`config.mk`:
```
export PLATFORM = sky130hd
export DESIGN_NAME = power_seq
export DESIGN_NICKNAME = d
export VERILOG_FILES = /design/src/core/power_seq_pkg.sv /design/src/core/power_seq.sv
export VERILOG_INCLUDE_DIRS = /design/src /design/src/core
export SDC_FILE = /design/constraint.sdc
export NUM_CORES = 1
export LEC_CHECK = 0
export BUFFER_PORTS_ARGS = -buffer_cell sky130_fd_sc_hd__buf_2
export CORE_MARGIN = 4
export CORE_UTILIZATION = 35
export DETAILED_ROUTE_END_ITERATION = 10
export PLACE_DENSITY = 0.68
export RECOVER_POWER = 50
export SLEW_MARGIN = 20
export SYNTH_ARGS = -nofsm -noshare
export SYNTH_HDL_FRONTEND = slang
export SYNTH_SLANG_ARGS = --single-unit
```
`constraint.sdc`:
```
create_clock -name clk_in -period 3.45 [get_ports clk_in]
set_input_delay 0 -clock clk_in [delete_from_list [all_inputs] [get_ports clk_in]]
set_output_delay 0 -clock clk_in [all_outputs]
set_load 0.1 [all_outputs]
```
`src/core/power_seq_consts.svh`:
```
// timing counts, mode encodings and reset values of the power sequencer
`ifndef POWER_SEQ_CONSTS_SVH
`define POWER_SEQ_CONSTS_SVH
`define SP_INIT_VALUE      3'h7
`define RESET_VECTOR_ADDR  14'h0000
`define PFLAG_WARM         1'b1
`define PFLAG_COLD         1'b0
`define CNTR_MODE_INPUT    2'h3
`define RESET_PULSE_CYCLES 4'h4
`define MR_RESET_VALUE     4'hf
`define WEF_RESET_VALUE    1'b1
`endif

```
`src/core/power_seq_pkg.sv`:
```
// types shared by the power sequencer
package power_seq_pkg;
    typedef enum logic [1:0] {
        INSTR_NONE,
        INSTR_OTHER,
        INSTR_ARM,
        INSTR_ENTER
    } instr_kind_e;

    // one-cycle instruction strobes from the cpu sequencer
    typedef struct packed {
        logic arm;
        logic enter;
        logic detect_in_backup;
        logic software_reset;
        logic skip_if_powerdown;
        logic other;
    } instr_s;

    // cold reset sources
    typedef struct packed {
        logic reset_pin;
        logic watchdog;
    } reset_src_s;
endpackage

```
`src/core/power_seq.sv`:
```
// low-voltage reset and ram back-up sequencer
`timescale 1ns/1ps
`include "power_seq_consts.svh"

// What this block does
// - detector fires a system reset on supply drop
// - backup detect instruction latches once until reset
// - enable pin low disables detector everywhere
// - backup detection needs instruction while pin high
// - arm then enter starts ram back-up
// - enter without arm acts as no-op
// - back-up stops oscillator, ram is kept
// - powerdown flag answers skip instruction
// - wakeup resumes at zero, flag set
// - four cold sources restart at zero, flag cleared
// - listed control registers retained across back-up
// - listed core registers initialised by back-up
// - stack pointer becomes seven on back-up
// - timer state undefined after back-up
// - other registers reload initial values on return
// - back-up initialises watchdog and its flags
// - counter pin low or hi-z in back-up
// - only external wakeup leaves back-up without reset
module power_seq #(
    parameter int RESET_CYCLES = 4
) (
    input  wire logic                       clk_in,
    input  wire logic                       arst_n_in,
    input  wire power_seq_pkg::instr_s      instr_in,
    input  wire power_seq_pkg::reset_src_s  reset_src_in,
    input  wire logic                       detector_enable_pin_in,
    input  wire logic                       supply_low_in,
    input  wire logic                       wakeup_in,
    input  wire logic                       counter_mode_bit_hi_in,
    input  wire logic                       counter_mode_bit_lo_in,
    output logic                            system_reset_out,
    output logic                            osc_stop_out,
    output logic                            backup_out,
    output logic                            detector_active_out,
    output logic                            powerdown_flag_out,
    output logic                            skip_out,
    output logic                            core_init_out,
    output logic [2:0]                      stack_pointer_out,
    output logic                            watchdog_init_out,
    output logic                            watchdog_enable_flag_out,
    output logic                            counter_io_pin_o_out,
    output logic                            counter_io_pin_oe_out,
    output logic [13:0]                     pc_load_out
);

    typedef enum logic [1:0] {
        ST_RUN,
        ST_BACKUP,
        ST_RESET
    } state_e;

    // ------------------------------------------------------------
    // pin synchronisers
    // ------------------------------------------------------------
    logic [2:0] detector_enable_pin_q;
    logic [2:0] low_q;
    logic [2:0] wake_q;
    logic [2:0] rpin_q;
    logic       detector_enable_pin_s_q;
    logic       low_s_q;
    logic       wake_s_q;
    logic       rpin_s_q;

    // three-stage shift, filtered value moves when stages two and three agree
    always_ff @(posedge clk_in or negedge arst_n_in) begin
        if (!arst_n_in) begin
            detector_enable_pin_q   <= 3'h0;
            low_q    <= 3'h0;
            wake_q   <= 3'h0;
            rpin_q   <= 3'h0;
            detector_enable_pin_s_q <= 1'b0;
            low_s_q  <= 1'b0;
            wake_s_q <= 1'b0;
            rpin_s_q <= 1'b0;
        end else begin
            detector_enable_pin_q <= {detector_enable_pin_q[1:0], detector_enable_pin_in};
            low_q  <= {low_q[1:0], supply_low_in};
            wake_q <= {wake_q[1:0], wakeup_in};
            rpin_q <= {rpin_q[1:0], reset_src_in.reset_pin};
            if (detector_enable_pin_q[1] == detector_enable_pin_q[2]) detector_enable_pin_s_q <= detector_enable_pin_q[2];
            if (low_q[1] == low_q[2]) low_s_q <= low_q[2];
            if (wake_q[1] == wake_q[2]) wake_s_q <= wake_q[2];
            if (rpin_q[1] == rpin_q[2]) rpin_s_q <= rpin_q[2];
        end
    end

    // ------------------------------------------------------------
    // state and flags
    // ------------------------------------------------------------
    state_e     state_q;
    state_e     state_d;
    logic       arm_q;
    logic       detect_in_backup_instr_q;
    logic       pflag_q;
    logic [3:0] rst_cnt_q;

    wire in_backup   = (state_q == ST_BACKUP);
    wire in_run      = (state_q == ST_RUN);
    // detector validity table: pin gates all, backup needs latched instruction
    wire det_active  = detector_enable_pin_s_q && (in_run || (in_backup && detect_in_backup_instr_q));
    wire drop_reset  = det_active && low_s_q;
    wire cold_event  = rpin_s_q || reset_src_in.watchdog || drop_reset ||
                       (in_run && instr_in.software_reset);
    wire enter_ok    = in_run && arm_q && instr_in.enter;
    wire wake_event  = in_backup && wake_s_q;
    wire cnt_input   = ({counter_mode_bit_hi_in, counter_mode_bit_lo_in} ==
                        `CNTR_MODE_INPUT);
    wire rst_done    = (rst_cnt_q == 4'(RESET_CYCLES - 1));

    // next state
    always_comb begin
        state_d = state_q;
        case (state_q)
            ST_RUN: begin
                if (cold_event) state_d = ST_RESET;
                else if (enter_ok) state_d = ST_BACKUP;
            end
            ST_BACKUP: begin
                if (cold_event) state_d = ST_RESET;
                else if (wake_event) state_d = ST_RUN;
            end
            ST_RESET: begin
                if (rst_done && !cold_event) state_d = ST_RUN;
            end
            default: state_d = ST_RESET;
        endcase
    end

    // state register and reset pulse counter
    always_ff @(posedge clk_in or negedge arst_n_in) begin
        if (!arst_n_in) begin
            state_q   <= ST_RESET;
            rst_cnt_q <= 4'h0;
        end else begin
            state_q   <= state_d;
            rst_cnt_q <= (state_q == ST_RESET && !rst_done) ? rst_cnt_q + 4'h1 : 4'h0;
        end
    end

    // arm latch: only a directly following enter consumes it
    always_ff @(posedge clk_in or negedge arst_n_in) begin
        if (!arst_n_in) begin
            arm_q <= 1'b0;
        end else if (!in_run || cold_event) begin
            arm_q <= 1'b0;
        end else if (instr_in.arm) begin
            arm_q <= 1'b1;
        end else if (instr_in.enter || instr_in.other || instr_in.detect_in_backup ||
                     instr_in.skip_if_powerdown) begin
            arm_q <= 1'b0;
        end
    end

    // detect-in-backup latch, one-shot, only a system reset clears it
    always_ff @(posedge clk_in or negedge arst_n_in) begin
        if (!arst_n_in) begin
            detect_in_backup_instr_q <= 1'b0;
        end else if (state_q == ST_RESET) begin
            detect_in_backup_instr_q <= 1'b0;
        end else if (in_run && instr_in.detect_in_backup) begin
            detect_in_backup_instr_q <= 1'b1;
        end
    end

    // powerdown flag: warm return sets, cold sources clear
    always_ff @(posedge clk_in or negedge arst_n_in) begin
        if (!arst_n_in) begin
            pflag_q <= `PFLAG_COLD;
        end else if (cold_event) begin
            pflag_q <= `PFLAG_COLD;
        end else if (wake_event) begin
            pflag_q <= `PFLAG_WARM;
        end
    end

    // ------------------------------------------------------------
    // registered outputs
    // ------------------------------------------------------------
    always_ff @(posedge clk_in or negedge arst_n_in) begin
        if (!arst_n_in) begin
            system_reset_out         <= 1'b1;
            osc_stop_out             <= 1'b0;
            backup_out               <= 1'b0;
            detector_active_out      <= 1'b0;
            powerdown_flag_out       <= `PFLAG_COLD;
            skip_out                 <= 1'b0;
            core_init_out            <= 1'b0;
            stack_pointer_out        <= `SP_INIT_VALUE;
            watchdog_init_out        <= 1'b0;
            watchdog_enable_flag_out <= `WEF_RESET_VALUE;
            counter_io_pin_o_out     <= 1'b0;
            counter_io_pin_oe_out    <= 1'b0;
            pc_load_out              <= `RESET_VECTOR_ADDR;
        end else begin
            system_reset_out    <= (state_d == ST_RESET);
            osc_stop_out        <= (state_d == ST_BACKUP);
            backup_out          <= (state_d == ST_BACKUP);
            detector_active_out <= det_active;
            powerdown_flag_out  <= pflag_q;
            skip_out            <= in_run && instr_in.skip_if_powerdown && pflag_q;
            // core registers, stack pointer, watchdog and its enable flag reloaded on entry
            core_init_out       <= enter_ok;
            if (enter_ok) stack_pointer_out <= `SP_INIT_VALUE;
            watchdog_init_out   <= enter_ok;
            if (enter_ok || state_q == ST_RESET) watchdog_enable_flag_out <= `WEF_RESET_VALUE;
            // counter pin: low in back-up, released when counter input selected
            counter_io_pin_o_out  <= 1'b0;
            counter_io_pin_oe_out <= (state_d == ST_BACKUP) && !cnt_input;
            pc_load_out           <= `RESET_VECTOR_ADDR;
        end
    end

    // ------------------------------------------------------------
    // assertions
    // ------------------------------------------------------------
    AST_DROP_RESET: assert property (@(posedge clk_in) disable iff (!arst_n_in)
        drop_reset |=> system_reset_out)
        else $error("supply drop did not reset");
    AST_PIN_LOW_OFF: assert property (@(posedge clk_in) disable iff (!arst_n_in)
        !detector_enable_pin_s_q |=> !detector_active_out)
        else $error("detector active with enable low");
    AST_BACKUP_DET: assert property (@(posedge clk_in) disable iff (!arst_n_in)
        (in_backup && !detect_in_backup_instr_q) |=> !detector_active_out)
        else $error("detector active in backup without instruction");
    AST_ENTER: assert property (@(posedge clk_in) disable iff (!arst_n_in)
        (enter_ok && !cold_event) |=> backup_out && osc_stop_out)
        else $error("arm then enter did not enter backup");
    AST_NOP_ENTER: assert property (@(posedge clk_in) disable iff (!arst_n_in)
        (in_run && !arm_q && !cold_event) |=> !backup_out)
        else $error("enter without arm entered backup");
    AST_WARM: assert property (@(posedge clk_in) disable iff (!arst_n_in)
        (wake_event && !cold_event) |=> ##1 powerdown_flag_out && !backup_out)
        else $error("warm return wrong");
    AST_COLD: assert property (@(posedge clk_in) disable iff (!arst_n_in)
        cold_event |=> ##1 !powerdown_flag_out)
        else $error("cold start did not clear flag");
    AST_SP: assert property (@(posedge clk_in) disable iff (!arst_n_in)
        enter_ok |=> stack_pointer_out == `SP_INIT_VALUE)
        else $error("stack pointer not seven");
    AST_CNTR: assert property (@(posedge clk_in) disable iff (!arst_n_in)
        backup_out |-> !counter_io_pin_o_out)
        else $error("counter pin not low in backup");

    // ------------------------------------------------------------
    // assertions on detector validity
    // ------------------------------------------------------------
    // enable pin low must never let a supply drop through
    AST_PIN_LOW_NO_RESET: assert property (@(posedge clk_in) disable iff (!arst_n_in)
        !detector_enable_pin_s_q |-> !drop_reset)
        else $error("drop reset with enable low");
    // pin high while running makes the detector valid
    AST_RUN_DET: assert property (@(posedge clk_in) disable iff (!arst_n_in)
        (detector_enable_pin_s_q && in_run) |=> detector_active_out)
        else $error("detector idle while running");
    // latched instruction and pin high keep it valid in back-up
    AST_BACKUP_DET_ON: assert property (@(posedge clk_in) disable iff (!arst_n_in)
        (detector_enable_pin_s_q && in_backup && detect_in_backup_instr_q) |=> detector_active_out)
        else $error("detector idle in backup after instruction");
    // latch holds until a system reset
    AST_DETECT_IN_BACKUP_INSTR_HOLD: assert property (@(posedge clk_in) disable iff (!arst_n_in)
        (detect_in_backup_instr_q && state_q != ST_RESET) |=> detect_in_backup_instr_q)
        else $error("detect latch lost without reset");
    // system reset cancels the latch
    AST_DETECT_IN_BACKUP_INSTR_CLEAR: assert property (@(posedge clk_in) disable iff (!arst_n_in)
        (state_q == ST_RESET) |=> !detect_in_backup_instr_q)
        else $error("detect latch survived reset");

    // ------------------------------------------------------------
    // assertions on back-up entry
    // ------------------------------------------------------------
    // lone enter behaves as a no-op
    AST_NOP_STAYS_RUN: assert property (@(posedge clk_in) disable iff (!arst_n_in)
        (in_run && instr_in.enter && !arm_q && !cold_event) |=> !backup_out && !system_reset_out)
        else $error("lone enter left run");
    // any other strobe drops the arm latch
    AST_ARM_CLEAR: assert property (@(posedge clk_in) disable iff (!arst_n_in)
        (in_run && !cold_event && !instr_in.arm && (instr_in.other ||
         instr_in.skip_if_powerdown || instr_in.detect_in_backup)) |=> !arm_q)
        else $error("arm kept after other instruction");
    // oscillator stops whenever back-up stands
    AST_OSC_STOP: assert property (@(posedge clk_in) disable iff (!arst_n_in)
        backup_out |-> osc_stop_out)
        else $error("oscillator running in backup");
    // core register init strobe on entry
    AST_CORE_INIT: assert property (@(posedge clk_in) disable iff (!arst_n_in)
        enter_ok |=> core_init_out)
        else $error("core init missing on entry");
    // watchdog init strobe on entry
    AST_WD_INIT: assert property (@(posedge clk_in) disable iff (!arst_n_in)
        enter_ok |=> watchdog_init_out)
        else $error("watchdog init missing on entry");
    // watchdog enable flag back at its initial value
    AST_WEF_INIT: assert property (@(posedge clk_in) disable iff (!arst_n_in)
        enter_ok |=> watchdog_enable_flag_out)
        else $error("watchdog enable flag not initialised");
    // counter pin driven low unless counter input selected
    AST_CNTR_DRIVE: assert property (@(posedge clk_in) disable iff (!arst_n_in)
        (state_d == ST_BACKUP && !cnt_input) |=> counter_io_pin_oe_out)
        else $error("counter pin not driven in backup");
    // counter input selected releases the pin
    AST_CNTR_HIZ: assert property (@(posedge clk_in) disable iff (!arst_n_in)
        (state_d == ST_BACKUP && cnt_input) |=> !counter_io_pin_oe_out)
        else $error("counter pin driven with input selected");

    // ------------------------------------------------------------
    // assertions on return and restart
    // ------------------------------------------------------------
    // without wakeup or cold source back-up stays
    AST_NO_SELF_WAKE: assert property (@(posedge clk_in) disable iff (!arst_n_in)
        (in_backup && !wake_s_q && !cold_event) |=> backup_out)
        else $error("backup left without wakeup");
    // skip taken when the flag is set
    AST_SKIP_WARM: assert property (@(posedge clk_in) disable iff (!arst_n_in)
        (in_run && instr_in.skip_if_powerdown && pflag_q) |=> skip_out)
        else $error("skip missing on warm flag");
    // no skip when the flag is clear
    AST_SKIP_COLD: assert property (@(posedge clk_in) disable iff (!arst_n_in)
        !pflag_q |=> !skip_out)
        else $error("skip taken on cold flag");
    // restart address is the reset vector
    AST_PC_ZERO: assert property (@(posedge clk_in) disable iff (!arst_n_in)
        system_reset_out |-> pc_load_out == `RESET_VECTOR_ADDR)
        else $error("restart address not zero");

    // helper: length of the current system reset pulse, saturating
    logic [3:0] rst_len_q;
    always_ff @(posedge clk_in or negedge arst_n_in) begin
        if (!arst_n_in) begin
            rst_len_q <= 4'h0;
        end else if (!system_reset_out) begin
            rst_len_q <= 4'h0;
        end else if (rst_len_q != 4'hf) begin
            rst_len_q <= rst_len_q + 4'h1;
        end
    end
    // every system reset pulse lasts the full count
    AST_RESET_LEN: assert property (@(posedge clk_in) disable iff (!arst_n_in)
        $fell(system_reset_out) |-> rst_len_q >= RESET_CYCLES)
        else $error("system reset pulse too short");

endmodule

```
==> summary.md <==
| Metric | Value |
|---|---|
| Worst hold stages | 3 |
| Final min period | 1.83 ns |
| CTS tree | done |
| Number of top-level pins | 43 |
| Placed Instances | 164 |
| Clock sink total | 32 |
| Pleak | 0.769 nW |
| Mapped Area | 0.00129 mm^2 |
| Reg2reg path depth | 4 |
| First-pass GRT wire length | 3060 um |
| Pin count of the biggest net entering global routing | 33 |
| Worst IR Drop VDD | 0.195 mV |
| CP Launch Type | flop |
| Failing checks | capacitance limit, slew limit |
| Nets | 152 |
| Chip height | 68.7 um |
| Initial antenna violation count | 0 |
| Row count | 21 |
| H-tree Lvls | 2 |
| Power per Cell Area | 601 mW/mm^2 |
| Post-route ant nets | 0 |
| Area growth, synth to finish | 20.9% |
| Average wire per standard cell | 10.7 um |
| Placer congestion estimate | 0.797 |
| Clock skew | 0.00268 ns |
| Post-route DRC | 0 |
| RR Startpoint | state_q[0] |
| Share of layout cells above drive strength 1 | 0.263 |
| Maxcap violations | 1 |
| Final Cell Area | 0.00156 mm^2 |
| Reg2reg setup slack | 1.62 ns |
| Most frequent cells in the layout | dfrtp_1, buf_2, conb_1, dlygate4sd3_1, clkbuf_8 |
| Root Buffer | clkbuf_8 |
| Setup TNS | 0 ns |
| Final slew viol count | 33 |
| 1st-iter DRT viols | 20 |
| Post-CTS setup buffer count | 0 |
| Kind of critical path | reg2reg |
| WP data required | 3.67 ns |
| Min-delay worst type | in2reg |
| Drt pass-1 iters | 6 |
| CTS max path bufs | 2 |
| Worst-Skew Late Latency | 0.27 ns |
| # diodes | 0 |
| Distinct cell type count after synthesis | 26 |
| CTS Buf Count | 5 |
| Highest-delay cell along the critical path | dlygate4sd3_1 |
| Slew HR | -0.0771 |
| Hold Vio Cnt, Final | 0 |
| Post-synthesis area per instance | 12.9 um^2 |
| Non-Filler Instances | 183 |
| Die footprint | 0.00472 mm^2 |
| Sequential-to-total area share from yosys stat | 0.623 |
| Synth top area share | 0.582 |
| Hold worst-path end | arm_q |
| Most common cell after layout, fill and taps aside | dfrtp_1 |
| Total wire length | 1970 um |
| GRT Total Usage | 0.0936 |
| Routed vias | 762 |
| Initial Utilization | 0.375 |
| Synthesized flop and latch total | 32 |
| Post-DP HPWL | 1430 um |
| Slew @ Worst Pin | 1.62 ns |
| Status | finished with violations |
| Endpoints failing setup | 0 |
| Hold wc startpoint | instr_in[5] |
| Cell taking the most area after synthesis | dfrtp_1 |
| Worst EP arrival | 2.04 ns |
| Post-Syn Instances | 100 |
| Core area | 0.00344 mm^2 |
| Max Fclk | 0.547 GHz |
| FF-to-FF End | counter_io_pin_oe_out |
| Layout Utilization | 0.453 |
| Hold slack | 0.0319 ns |
| Overall die width | 68.7 um |
| Vias/cell | 4.16 |
| I/O Buffers | 23 |
| Worst Setup End Kind | flop |
| Cell Chain, Critical Path | nor2b_4 > o41ai_4 > a2111oi_2 > dlygate4sd3_1 |
| Synth area leaders | dfrtp_1, buf_4, dfstp_2 |
| Crit path max fanout | 10 |
| Number of global-route vias before repair | 717 |
| CTS clk-pin slew, worst paths | 0.06 ns |
| Total grt overflow | 0 |
| Largest stage delay, worst path | 0.58 ns |
| YS warnings | 0 |
| Crit share post-route | 0.530 |
| Post-Place Cell Area | 0.00136 mm^2 |
| Unrepaired setup endpoints after global routing | no |
## per-layer routing
metal | part of all wire | routed length (um) | vias to the layer above | GRT usage
li1 | - | - | 364 | -
met1 | 0.39 | 766 | 360 | 0.0938
met2 | 0.47 | 916 | 34 | 0.151
met3 | 0.13 | 247 | 4 | 0.0405
met4 | 0.017 | 34 | 0 | 0.0730
met5 | 0 | 0 | - | 0
## synth_stat cells
cell type / instances
dfstp_2: 2
and3_1: 2
nand3b_1: 2
buf_4: 21
xor2_1: 1
and3b_1: 1
buf_6: 1
nor3b_2: 1
nand3_1: 1
ha_1: 1
nor4b_1: 1
nand2b_1: 2
o21ai_1: 2
inv_1: 5
nor2_1: 5
nor4_1: 1
a31oi_1: 1
o41ai_4: 1
a2111oi_2: 1
nor3_1: 5
dfrtp_1: 30
nor2b_1: 2
a21oi_1: 4
maj3_1: 4
conb_1: 2
nor2b_4: 1
## repair_timing
item                                   CTS  global route
hold buffers                            11             0
resized for setup                        0             0
endpoints found under the hold margin   39             0
## through the flow
| step | power (mW) | setup slack (ns) |
|---|---|---|
| 5_1_grt | 0.997 | 1.46 |
| 2_1_floorplan | 0.634 | 2.13 |
| 3_3_place_gp | 0.648 | 2.19 |
| 3_5_place_dp | 0.656 | 2.16 |
| 6_report | 0.936 | 1.62 |
| 4_1_cts | 0.951 | 1.61 |
## layout make-up
type / count / area [um^2]
multi-input cells: 58 / 363
repair buffers: 34 / 224
flip-flops and latches: 32 / 803
fillers: 323 / 1880
well taps: 46 / 57.6
inverters: 5 / 18.8
clock inverters: 2 / 10.0
clock buffers: 6 / 82.6
## worst max path at each step
stage / from / to / slack [ns] / cells after the start
2_1_floorplan: backup_out / osc_stop_out / 2.13 / 1
3_3_place_gp: state_q[0] / backup_out / 2.19 / 3
3_5_place_dp: state_q[0] / state_q[0] / 2.16 / 3
4_1_cts: state_q[0] / counter_io_pin_oe_out / 1.61 / 4
5_1_grt: arst_n_in / low_q[0] / 1.46 / 2
6_report: state_q[0] / counter_io_pin_oe_out / 1.62 / 4
## cells by family (layout without fill, tap and decap cells)
group	after synthesis	count (layout)	share of synthesized area
compound gates	9	9	0.0611
xor+xnor	1	1	0.00679
fa+ha+maj	5	5	0.0407
buf+inv	27	47	0.145
flops	32	32	0.623
other cells	2	19	0.00582
simple gates	24	24	0.117
## sequential cells by signal, summed over array words and instances, names as in the netlist, 2 cells and up
signal and cells:
low_q 3, rpin_q 3, wake_q 3, rst_cnt_q 4
state_q 2, detector_enable_pin_q 3
## power breakdown
group          leakage, nW  switching (mW)  total (mW)  internal, mW
Clock               0.0510           0.123       0.282         0.159
Combinational        0.323           0.159       0.210        0.0513
Sequential           0.396          0.0257       0.444         0.418
Total                0.769           0.308       0.936         0.628
## worst max-delay path, delay by kind of cell (launching register included)
kind,cells,cell delay [ns]
flops,1,0.51
buf+inv,1,0.58
simple gates,1,0.24
compound gates,2,0.43
No activity file was read; power rests on OpenSTA's default activity.
